[config.mk]
export PLATFORM = sky130hd
export DESIGN_NAME = cemp_codec
export DESIGN_NICKNAME = d
export VERILOG_FILES = /design/src/cemp_pkg.sv /design/src/cemp_time_scale.sv /design/src/cemp_codec.sv
export SDC_FILE = /design/constraint.sdc
export NUM_CORES = 1
export LEC_CHECK = 0
export BUFFER_PORTS_ARGS = -buffer_cell sky130_fd_sc_hd__buf_2
export CAP_MARGIN = 10
export CORE_MARGIN = 2
export CORE_UTILIZATION = 69
export CTS_CLUSTER_SIZE = 20
export DETAILED_ROUTE_END_ITERATION = 6
export PLACE_DENSITY = 0.87
export SKIP_LAST_GASP = 1
export SLEW_MARGIN = 5
export SYNTH_ARGS = -nofsm -noshare
export SYNTH_HDL_FRONTEND = slang
export SYNTH_SLANG_ARGS = --single-unit
[constraint.sdc]
create_clock -name CLK_SYS -period 17.1 [get_ports CLK_SYS]
set_input_delay 0.855 -clock CLK_SYS [delete_from_list [all_inputs] [get_ports CLK_SYS]]
set_output_delay 0.855 -clock CLK_SYS [all_outputs]
set_load 0.02 [all_outputs]
[src/cemp_pkg.sv]
// Package of payload layouts, codes and register map for the estimation payload codec
package cemp_pkg;
    // APB register byte offsets
    localparam logic [7:0] CEMP_REG_CTRL = 8'h00;
    localparam logic [7:0] CEMP_REG_STATUS = 8'h04;
    localparam logic [7:0] CEMP_REG_CNF_CFG = 8'h08;
    localparam logic [7:0] CEMP_REG_WIN_CFG = 8'h0C;
    localparam logic [7:0] CEMP_REG_INIT_CFG = 8'h10;
    localparam logic [7:0] CEMP_REG_PRB_PARM = 8'h14;
    localparam logic [7:0] CEMP_REG_TX_LO = 8'h18;
    localparam logic [7:0] CEMP_REG_TX_HI = 8'h1C;
    localparam logic [7:0] CEMP_REG_RX_LO = 8'h20;
    localparam logic [7:0] CEMP_REG_RX_HI = 8'h24;
    localparam logic [7:0] CEMP_REG_PARSE = 8'h28;
    localparam logic [7:0] CEMP_REG_TIME = 8'h2C;
    localparam logic [7:0] CEMP_REG_OFF_S = 8'h30;
    localparam logic [7:0] CEMP_REG_OFF_E = 8'h34;
    // Control register bit positions
    localparam int CEMP_CTRL_BUILD_LO = 0;
    localparam int CEMP_CTRL_PARSE = 4;
    // Message kinds
    typedef enum logic [1:0] {
        CEMP_MSG_CNF = 2'h0,
        CEMP_MSG_REQ_IND = 2'h1,
        CEMP_MSG_INIT_REQ = 2'h2,
        CEMP_MSG_NONE = 2'h3
    } cemp_msg_e;
    // Payload lengths in octets
    localparam logic [2:0] CEMP_LEN_CNF = 3'h2;
    localparam logic [2:0] CEMP_LEN_IND = 3'h3;
    localparam logic [2:0] CEMP_LEN_INIT = 3'h7;
    // Confirmation result codes
    localparam logic [2:0] CEMP_RES_SUCCESS = 3'h0;
    localparam logic [2:0] CEMP_RES_NO_RES = 3'h1;
    localparam logic [2:0] CEMP_RES_OLD_MISSING = 3'h2;
    localparam logic [2:0] CEMP_RES_NEW_EXISTS = 3'h3;
    localparam logic [2:0] CEMP_RES_LAST_DEFINED = 3'h3;
    // Field limits and fixed fills
    localparam logic [4:0] CEMP_MAX_FREE_TABLES = 5'h17;
    localparam logic [7:0] CEMP_TIME_NONE = 8'h00;
    localparam logic [23:0] CEMP_PRB_NONE = 24'h000000;
    localparam logic [7:0] CEMP_END_OF_CYCLE = 8'h00;
    // Fraction of the MAC cycle: one code step is 1/256, so 8 fraction bits
    localparam int CEMP_TIME_FRAC_BITS = 8;
    // Field positions inside octets
    localparam int CEMP_ID_LSB = 0;
    localparam int CEMP_HI3_LSB = 5;
    // Controller states
    typedef enum logic [2:0] {
        CEMP_ST_IDLE = 3'b001,
        CEMP_ST_TIME = 3'b010,
        CEMP_ST_DONE = 3'b100
    } cemp_state_e;
endpackage

[src/cemp_time_scale.sv]
// Converter from an 8-bit window time code to a count in MAC-cycle ticks
`timescale 1ns/1ns
module cemp_time_scale
    import cemp_pkg::*;
#(
    parameter int CYC_W = 24
) (
    input wire logic clk,
    input wire logic rst,
    input wire logic ce,
    input wire logic start,
    input wire logic is_end,
    input wire logic [7:0] code,
    input wire logic [CYC_W-1:0] cycle_len,
    output logic [CYC_W-1:0] offset
);
    initial begin
        if (CYC_W < CEMP_TIME_FRAC_BITS || CYC_W > 32) begin
            $error("cemp_time_scale: CYC_W out of range");
        end
    end

    typedef struct packed {
        logic [CYC_W-1:0] offset;
    } cemp_ts_s;

    cemp_ts_s st_r;
    cemp_ts_s st_nxt;
    logic [CYC_W+CEMP_TIME_FRAC_BITS-1:0] prod;

    // Offset from T0 is code/256 of the cycle; an end code of zero means the cycle end
    always_comb begin
        st_nxt = st_r;
        prod = cycle_len * {{(CYC_W-CEMP_TIME_FRAC_BITS){1'b0}}, code};
        if (start) begin
            if (is_end && code == CEMP_END_OF_CYCLE) begin
                st_nxt.offset = cycle_len;
            end else begin
                st_nxt.offset = prod[CYC_W+CEMP_TIME_FRAC_BITS-1:CEMP_TIME_FRAC_BITS];
            end
        end
    end

    always_ff @(posedge clk or posedge rst) begin
        if (rst) begin
            st_r <= '0;
        end else if (ce) begin
            st_r <= st_nxt;
        end
    end

    assign offset = st_r.offset;
endmodule

[src/cemp_codec.sv]
// Builder and parser of three channel-estimation management payloads with an APB register file
//
// The APB interface to the registers and the placing of the registers were decided locally.
`timescale 1ns/1ns
module cemp_codec
    import cemp_pkg::*;
#(
    parameter int CYC_W = 24
) (
    input wire logic CLK_SYS,
    input wire logic RST,
    input wire logic CE,
    input wire logic PSEL,
    input wire logic PENABLE,
    input wire logic PWRITE,
    input wire logic [7:0] PADDR,
    input wire logic [31:0] PWDATA,
    output logic [31:0] PRDATA,
    output logic PREADY,
    output logic PSLVERR
);
    initial begin
        if (CYC_W < CEMP_TIME_FRAC_BITS || CYC_W > 32) begin
            $error("cemp_codec: CYC_W out of range");
        end
    end

    typedef struct packed {
        cemp_state_e state;
        logic [31:0] prdata;
        logic pready;
        logic pslverr;
        // Confirmation build fields
        logic [4:0] estimation_table_id;
        logic [4:0] free_runtime_table_count;
        logic [2:0] result_code;
        // Window build fields
        logic window_sel;
        logic [7:0] probe_start_time;
        logic [7:0] probe_end_time;
        // Initiation build fields
        logic [4:0] init_table_id;
        logic [2:0] subcarrier_grouping;
        logic probe_wanted;
        logic [23:0] probe_parameters;
        logic [CYC_W-1:0] cycle_len;
        // Assembled outgoing payload, octet 0 in bits 7:0
        logic [55:0] tx_payload;
        logic [2:0] tx_len;
        cemp_msg_e tx_kind;
        // Received payload to parse
        logic [55:0] rx_payload;
        cemp_msg_e rx_kind;
        // Parse results
        logic [4:0] rx_table_id;
        logic [4:0] rx_free_count;
        logic [2:0] rx_result;
        logic rx_success;
        logic rx_unknown;
        logic rx_count_bad;
        logic rx_window_sel;
        logic [7:0] rx_start;
        logic [7:0] rx_end;
        logic [2:0] rx_grouping;
        logic rx_probe_wanted;
        logic [23:0] rx_probe_parameters;
        logic rx_done;
        logic busy;
        logic [1:0] go; // Bit 0 build, bit 1 parse pending
    } cemp_st_s;

    cemp_st_s st_r;
    cemp_st_s st_nxt;
    logic wr_acc;
    logic rd_acc;
    logic addr_ok;
    logic ts_start;
    logic [CYC_W-1:0] start_off;
    logic [CYC_W-1:0] end_off;
    logic [7:0] w_start;
    logic [7:0] w_end;
    logic [23:0] w_prb;

    // Address decode; one-cycle answer so every access with CE high at its setup edge ends after its first access-phase edge
    always_comb begin
        wr_acc = PSEL && PENABLE && PWRITE;
        rd_acc = PSEL && !PENABLE && !PWRITE;
        case (PADDR)
            CEMP_REG_CTRL, CEMP_REG_STATUS, CEMP_REG_CNF_CFG, CEMP_REG_WIN_CFG,
            CEMP_REG_INIT_CFG, CEMP_REG_PRB_PARM, CEMP_REG_TX_LO, CEMP_REG_TX_HI,
            CEMP_REG_RX_LO, CEMP_REG_RX_HI, CEMP_REG_PARSE, CEMP_REG_TIME,
            CEMP_REG_OFF_S, CEMP_REG_OFF_E: addr_ok = 1'b1;
            default: addr_ok = 1'b0;
        endcase
    end

    // Indication window times are forced to zero when the window is not chosen by us
    always_comb begin
        w_start = st_r.window_sel ? st_r.probe_start_time : CEMP_TIME_NONE;
        w_end = st_r.window_sel ? st_r.probe_end_time : CEMP_TIME_NONE;
        w_prb = st_r.probe_wanted ? st_r.probe_parameters : CEMP_PRB_NONE;
    end

    // Main next-state logic: register writes, payload building, parsing, reads
    always_comb begin
        st_nxt = st_r;
        st_nxt.pready = 1'b0;
        st_nxt.pslverr = 1'b0;
        ts_start = 1'b0;

        // Answer in the setup cycle so PREADY is high in the access phase
        if (PSEL && !PENABLE) begin
            st_nxt.pready = 1'b1;
            st_nxt.pslverr = !addr_ok;
        end

        if (rd_acc && addr_ok) begin
            case (PADDR)
                CEMP_REG_STATUS: st_nxt.prdata = {24'h000000, 2'h0, st_r.tx_kind,
                                                  st_r.tx_len, st_r.busy};
                CEMP_REG_CNF_CFG: st_nxt.prdata = {16'h0000, st_r.result_code,
                                                   st_r.free_runtime_table_count, 3'h0,
                                                   st_r.estimation_table_id};
                CEMP_REG_WIN_CFG: st_nxt.prdata = {15'h0000, st_r.window_sel,
                                                   st_r.probe_end_time, st_r.probe_start_time};
                CEMP_REG_INIT_CFG: st_nxt.prdata = {23'h000000, st_r.probe_wanted,
                                                    st_r.subcarrier_grouping, st_r.init_table_id};
                CEMP_REG_PRB_PARM: st_nxt.prdata = {8'h00, st_r.probe_parameters};
                CEMP_REG_TX_LO: st_nxt.prdata = st_r.tx_payload[31:0];
                CEMP_REG_TX_HI: st_nxt.prdata = {8'h00, st_r.tx_payload[55:32]};
                CEMP_REG_RX_LO: st_nxt.prdata = st_r.rx_payload[31:0];
                CEMP_REG_RX_HI: st_nxt.prdata = {8'h00, st_r.rx_payload[55:32]};
                CEMP_REG_PARSE: st_nxt.prdata = {st_r.rx_probe_parameters[7:0],
                                                 st_r.rx_done, st_r.rx_count_bad,
                                                 st_r.rx_unknown, st_r.rx_success,
                                                 st_r.rx_probe_wanted, st_r.rx_window_sel,
                                                 st_r.rx_grouping, st_r.rx_result,
                                                 st_r.rx_free_count, 2'h0, st_r.rx_table_id};
                CEMP_REG_TIME: st_nxt.prdata = {{(32-CYC_W){1'b0}}, st_r.cycle_len};
                CEMP_REG_OFF_S: st_nxt.prdata = 32'(start_off);
                CEMP_REG_OFF_E: st_nxt.prdata = 32'(end_off);
                default: st_nxt.prdata = 32'h00000000;
            endcase
        end

        if (wr_acc) begin
            case (PADDR)
                CEMP_REG_CNF_CFG: begin
                    st_nxt.estimation_table_id = PWDATA[4:0];
                    st_nxt.free_runtime_table_count = PWDATA[12:8];
                    st_nxt.result_code = PWDATA[15:13];
                end
                CEMP_REG_WIN_CFG: begin
                    st_nxt.probe_start_time = PWDATA[7:0];
                    st_nxt.probe_end_time = PWDATA[15:8];
                    st_nxt.window_sel = PWDATA[16];
                end
                CEMP_REG_INIT_CFG: begin
                    st_nxt.init_table_id = PWDATA[4:0];
                    st_nxt.subcarrier_grouping = PWDATA[7:5];
                    st_nxt.probe_wanted = PWDATA[8];
                end
                CEMP_REG_PRB_PARM: st_nxt.probe_parameters = PWDATA[23:0];
                CEMP_REG_RX_LO: st_nxt.rx_payload[31:0] = PWDATA;
                CEMP_REG_RX_HI: st_nxt.rx_payload[55:32] = PWDATA[23:0];
                CEMP_REG_TIME: st_nxt.cycle_len = PWDATA[CYC_W-1:0];
                CEMP_REG_CTRL: begin
                    // Build command: kind in bits 1:0, parse command: kind in bits 5:4
                    if (PWDATA[CEMP_CTRL_BUILD_LO+2]) begin
                        st_nxt.tx_kind = cemp_msg_e'(PWDATA[CEMP_CTRL_BUILD_LO+1:CEMP_CTRL_BUILD_LO]);
                        st_nxt.busy = 1'b1;
                        st_nxt.go[0] = 1'b1;
                    end
                    if (PWDATA[CEMP_CTRL_PARSE+2]) begin
                        st_nxt.rx_kind = cemp_msg_e'(PWDATA[CEMP_CTRL_PARSE+1:CEMP_CTRL_PARSE]);
                        st_nxt.rx_done = 1'b0;
                        st_nxt.go[1] = 1'b1;
                        st_nxt.busy = 1'b1;
                    end
                end
                default: st_nxt.tx_kind = st_r.tx_kind;
            endcase
        end

        // Sequencer: build or parse in one cycle, scale window times in the next, then clear busy
        case (st_r.state)
            CEMP_ST_IDLE: begin
                if (st_r.busy) begin
                    // Payload assembly, reserved bits driven to zero
                    st_nxt.tx_payload = st_r.go[0] ? '0 : st_r.tx_payload;
                    case (st_r.go[0] ? st_r.tx_kind : CEMP_MSG_NONE)
                        CEMP_MSG_CNF: begin
                            st_nxt.tx_payload[7:0] = {3'h0, st_r.estimation_table_id};
                            st_nxt.tx_payload[15:0+8] = {st_r.result_code,
                                (st_r.free_runtime_table_count > CEMP_MAX_FREE_TABLES) ?
                                CEMP_MAX_FREE_TABLES : st_r.free_runtime_table_count};
                            st_nxt.tx_len = CEMP_LEN_CNF;
                        end
                        CEMP_MSG_REQ_IND: begin
                            st_nxt.tx_payload[7:0] = {7'h00, st_r.window_sel};
                            st_nxt.tx_payload[15:8] = w_start;
                            st_nxt.tx_payload[23:16] = w_end;
                            st_nxt.tx_len = CEMP_LEN_IND;
                        end
                        CEMP_MSG_INIT_REQ: begin
                            st_nxt.tx_payload[7:0] = {st_r.subcarrier_grouping, st_r.init_table_id};
                            st_nxt.tx_payload[15:8] = st_r.probe_start_time;
                            st_nxt.tx_payload[23:16] = st_r.probe_end_time;
                            st_nxt.tx_payload[31:24] = {7'h00, st_r.probe_wanted};
                            st_nxt.tx_payload[55:32] = w_prb;
                            st_nxt.tx_len = CEMP_LEN_INIT;
                        end
                        default: st_nxt.tx_len = st_r.go[0] ? 3'h0 : st_r.tx_len;
                    endcase
                    // Parsing: reserved bits are masked off, never checked
                    case (st_r.go[1] ? st_r.rx_kind : CEMP_MSG_NONE)
                        CEMP_MSG_CNF: begin
                            st_nxt.rx_table_id = st_r.rx_payload[4:0];
                            st_nxt.rx_free_count = st_r.rx_payload[12:8];
                            st_nxt.rx_result = st_r.rx_payload[15:13];
                            st_nxt.rx_count_bad = st_r.rx_payload[12:8] > CEMP_MAX_FREE_TABLES;
                            st_nxt.rx_success = st_r.rx_payload[15:13] == CEMP_RES_SUCCESS;
                            st_nxt.rx_unknown = st_r.rx_payload[15:13] > CEMP_RES_LAST_DEFINED;
                        end
                        CEMP_MSG_REQ_IND: begin
                            st_nxt.rx_window_sel = st_r.rx_payload[0];
                            // Times are meaningless without the window bit, so drop them
                            st_nxt.rx_start = st_r.rx_payload[0] ? st_r.rx_payload[15:8] : CEMP_TIME_NONE;
                            st_nxt.rx_end = st_r.rx_payload[0] ? st_r.rx_payload[23:16] : CEMP_TIME_NONE;
                        end
                        CEMP_MSG_INIT_REQ: begin
                            st_nxt.rx_table_id = st_r.rx_payload[4:0];
                            st_nxt.rx_grouping = st_r.rx_payload[7:5];
                            st_nxt.rx_start = st_r.rx_payload[15:8];
                            st_nxt.rx_end = st_r.rx_payload[23:16];
                            st_nxt.rx_probe_wanted = st_r.rx_payload[24];
                            st_nxt.rx_probe_parameters = st_r.rx_payload[55:32];
                        end
                        default: st_nxt.rx_done = st_r.rx_done;
                    endcase
                    st_nxt.rx_done = st_r.rx_done || st_r.go[1];
                    st_nxt.go = 2'h0;
                    st_nxt.state = CEMP_ST_TIME;
                end
            end
            CEMP_ST_TIME: begin
                // Both conversions launched together from the stored codes
                ts_start = 1'b1;
                st_nxt.state = CEMP_ST_DONE;
            end
            CEMP_ST_DONE: begin
                st_nxt.busy = 1'b0;
                st_nxt.state = CEMP_ST_IDLE;
            end
            default: st_nxt.state = CEMP_ST_IDLE;
        endcase
    end

    // Start and end offsets computed by two scalers in parallel
    cemp_time_scale #(.CYC_W(CYC_W)) u_start_scale (
        .clk(CLK_SYS),
        .rst(RST),
        .ce(CE),
        .start(ts_start),
        .is_end(1'b0),
        .code(st_r.probe_start_time),
        .cycle_len(st_r.cycle_len),
        .offset(start_off)
    );

    cemp_time_scale #(.CYC_W(CYC_W)) u_end_scale (
        .clk(CLK_SYS),
        .rst(RST),
        .ce(CE),
        .start(ts_start),
        .is_end(1'b1),
        .code(st_r.probe_end_time),
        .cycle_len(st_r.cycle_len),
        .offset(end_off)
    );

    // State register, frozen while CE is low
    always_ff @(posedge CLK_SYS or posedge RST) begin
        if (RST) begin
            st_r <= '0;
            st_r.state <= CEMP_ST_IDLE;
            st_r.tx_kind <= CEMP_MSG_NONE;
            st_r.rx_kind <= CEMP_MSG_NONE;
        end else if (CE) begin
            st_r <= st_nxt;
        end
    end

    assign PRDATA = st_r.prdata;
    assign PREADY = st_r.pready;
    assign PSLVERR = st_r.pslverr;
endmodule

==> metrics <==
status=completed; total power=1.759 mW; vias post-DR=19666; CTS-repair resized insts=0; Post-CTS Setup Inserts=0; Routability Congestion=0.9333; layer with the highest usage=met2; Synth Warn #=0; clk buf depth=3; min Tclk post-route=5.992 ns; H-tree Lvls=2; CTS sink cnt=317; Setup Viol. Count Final=0; Reg2Reg Launch Point=st_r[252]; RSZ-0062 raised after global routing=false; synth-to-layout area growth=5.928%; Synth top area share=0.3111; WS Path Type=register to register; Req. time, crit path=17.48 ns; Worst Path Max Fanout=27; antenna cells=0; Detailed Route WL=72.08 mm; worst slew pin tran=1.266 ns; height of the die=194.7 um; minimum hold slack=0.4745 ns; drt drc=0; leakage=13.75 nW; Arr. time, crit path=6.38 ns; die area=37910 um^2; clock buffer count from CTS=34; Peak supply drop=0.00007923 V; First-pass DRT Iterations=7; clock transition at the registers of the reported paths=0.06 ns; per-cell routed wire length=24.89 um; hold path start=PRDATA[21]; FF-to-FF path depth=19; met3 Use GR=0.08659; hold_buf cts=0; Syn Inst Count=2460; Congestion Overflow GR=0; Netlist cell types=68; largest net degree at the start of global routing=185; Max Clock Skew=0.03234 ns; initial antenna violation count=0; I/O Buffers=79; FP Rows=69; Top Ports=80; Post-Syn Area=25090 um^2; Final #Nets=2821; most used flip-flop cell after synthesis=dfrtp_1; Synth area leaders=dfrtp_1, fa_1, mux2_2, and2_1, ha_1; pwr/cell area=66.17 nW/um^2; Synth Area per Inst=10.20 um^2; M2 GR Usage=0.6056; end of the worst hold path=PRDATA[21]; max-cap viol count=0; vias in the first global route=20564; number of synthesized flops with an enable pin=0; FFs w/ async S/R, synth=1.000; Post-DRT Antenna Nets=0; initial core utilization=0.7038; Synth area leader=dfrtp_1; syn_nets=2870; Detailed Place HPWL=48.68 mm; routing usage on met1=0.4804; Slew Limit Fails=0; CP Capture Type=register; die width=194.7 um; CP Launch Type=register; CTS root buf=clkbuf_16; Via density=6.791; Worst-Skew Late Latency=0.54 ns; type of the worst min-delay path=register to register; setup_tns=0 ns; gr usage total=0.3880; reg-to-reg setup timing slack=11.11 ns; first-pass GRT wire length=112.8 mm; Worst Hold Depth=1; FF-to-FF End=u_start_scale.offset[12]; core area=35660 um^2; Max-slew headroom=0.1560; share of cells above drive strength 1=0.1483; filler cell count in the final layout=2255; post-synthesis sequential area ratio=0.3164; Fmax=166.9 MHz; final hold viol count=0; number of synthesized register bits=317; Tcrit/Tclk final=0.3504; clock tree from TritonCTS=built; initial drt markers=2545
## cells in the mapped netlist (25+ instances only)
master	instances
dfrtp_1	312
xnor2_1	25
buf_4	32
inv_1	241
o21ai_0	71
and2_1	265
nor2_1	60
a22oi_1	69
fa_1	262
nand3_1	28
ha_1	102
clkbuf_1	139
mux2_2	169
a21oi_1	66
a21o_1	29
nand2_1	296
a222oi_1	34
a22o_1	43
## power breakdown
| group | switching (mW) | internal (mW) | total [mW] | leakage [nW] |
|---|---|---|---|---|
| combinational | 0.0860 | 0.0408 | 0.127 | 8.85 |
| sequential | 0.0775 | 0.814 | 0.891 | 4.35 |
| clock | 0.318 | 0.423 | 0.741 | 0.544 |
| total | 0.482 | 1.28 | 1.76 | 13.7 |
## logic make-up after synthesis
| family | after synthesis | share of synthesized area |
|---|---|---|
| multiplexers | 173 | 0.07743 |
| AND/OR/NAND/NOR | 724 | 0.1447 |
| flip-flops | 317 | 0.3164 |
| buffers and inverters | 427 | 0.06881 |
| adder cells (fa/ha/maj) | 364 | 0.2599 |
| AO/OA/AOI/OAI | 411 | 0.1174 |
| XOR/XNOR | 44 | 0.01536 |
## metal layers
layer  part of all wire  wire, um
met1               0.34     24860
met2               0.46     33320
met4              0.084      6040
met5                  0         0
met3               0.11      7865
## state kept, by name, indices dropped and copies added, names as in the netlist
| register | cells |
|---|---|
| PREADY | 1 |
| PSLVERR | 1 |
| st_r | 235 |
| u_start_scale.offset | 24 |
| u_end_scale.offset | 24 |
| PRDATA | 32 |
## how the worst max path moves through the flow
stage	cells past startpoint	endpoint	startpoint	slack, ns
2_1_floorplan	1	PRDATA[0]	RST	7.48
3_3_place_gp	19	u_start_scale.offset[12]	st_r[251]	11.46
3_5_place_dp	18	u_start_scale.offset[12]	st_r[251]	11.27
4_1_cts	19	u_start_scale.offset[12]	st_r[251]	11.20
5_1_grt	19	u_start_scale.offset[12]	st_r[252]	10.92
6_report	19	u_start_scale.offset[12]	st_r[252]	11.11
## cell type report
class	instances	area, um^2	area share
well taps	461	576.8	0.02170
repair buffers	101	573.1	0.02156
clock inverters	12	98.84	0.003719
inverters	241	912.1	0.03431
clock buffers	48	994.7	0.03742
multi-input cells	1716	15490	0.5826
flip-flops and latches	317	7939	0.2987
## per-stage QoR
| step | util | area, um^2 | instances | setup slack, ns |
|---|---|---|---|---|
| after floorplan | - | 25090 | 2460 | 7.482 |
| after global placement | 0.7148 | 25490 | 2836 | 11.46 |
| after detailed placement | 0.7148 | 25490 | 2836 | 11.27 |
| after CTS | 0.7455 | 26580 | 2896 | 11.20 |
| after global routing | 0.7455 | 26580 | 2896 | 10.92 |
| final | 0.7455 | 26580 | 2896 | 11.11 |
## cells in the final DEF (no fill, tap or decap), types with 17 or more instances in the layout
cell	n
clkbuf_16	35
a222oi_1	34
a22oi_1	69
mux2_2	169
a21oi_1	66
dfrtp_1	312
nand3_1	28
inv_1	240
nand2_1	295
buf_2	79
ha_1	102
fa_1	262
nor2_1	50
a22o_1	43
buf_4	21
a21o_1	29
xnor2_1	25
o21ai_0	71
xor2_1	19
o31ai_1	17
and2_1	265
## critical path, cell delays in order, from the launching register on
cell	delay, ns
dfrtp_1	0.79
and2_1	0.37
fa_1	0.54
inv_1	0.07
fa_1	0.53
inv_1	0.05
fa_1	0.48
inv_1	0.05
fa_1	0.48
inv_1	0.04
ha_1	0.31
a2111oi_2	0.39
o21ai_2	0.13
a31oi_4	0.36
o31ai_1	0.15
a311oi_1	0.44
o21bai_1	0.16
a21oi_1	0.22
xor2_1	0.19
o21ai_1	0.08
Note: power is estimated with default switching activity, not from simulation.
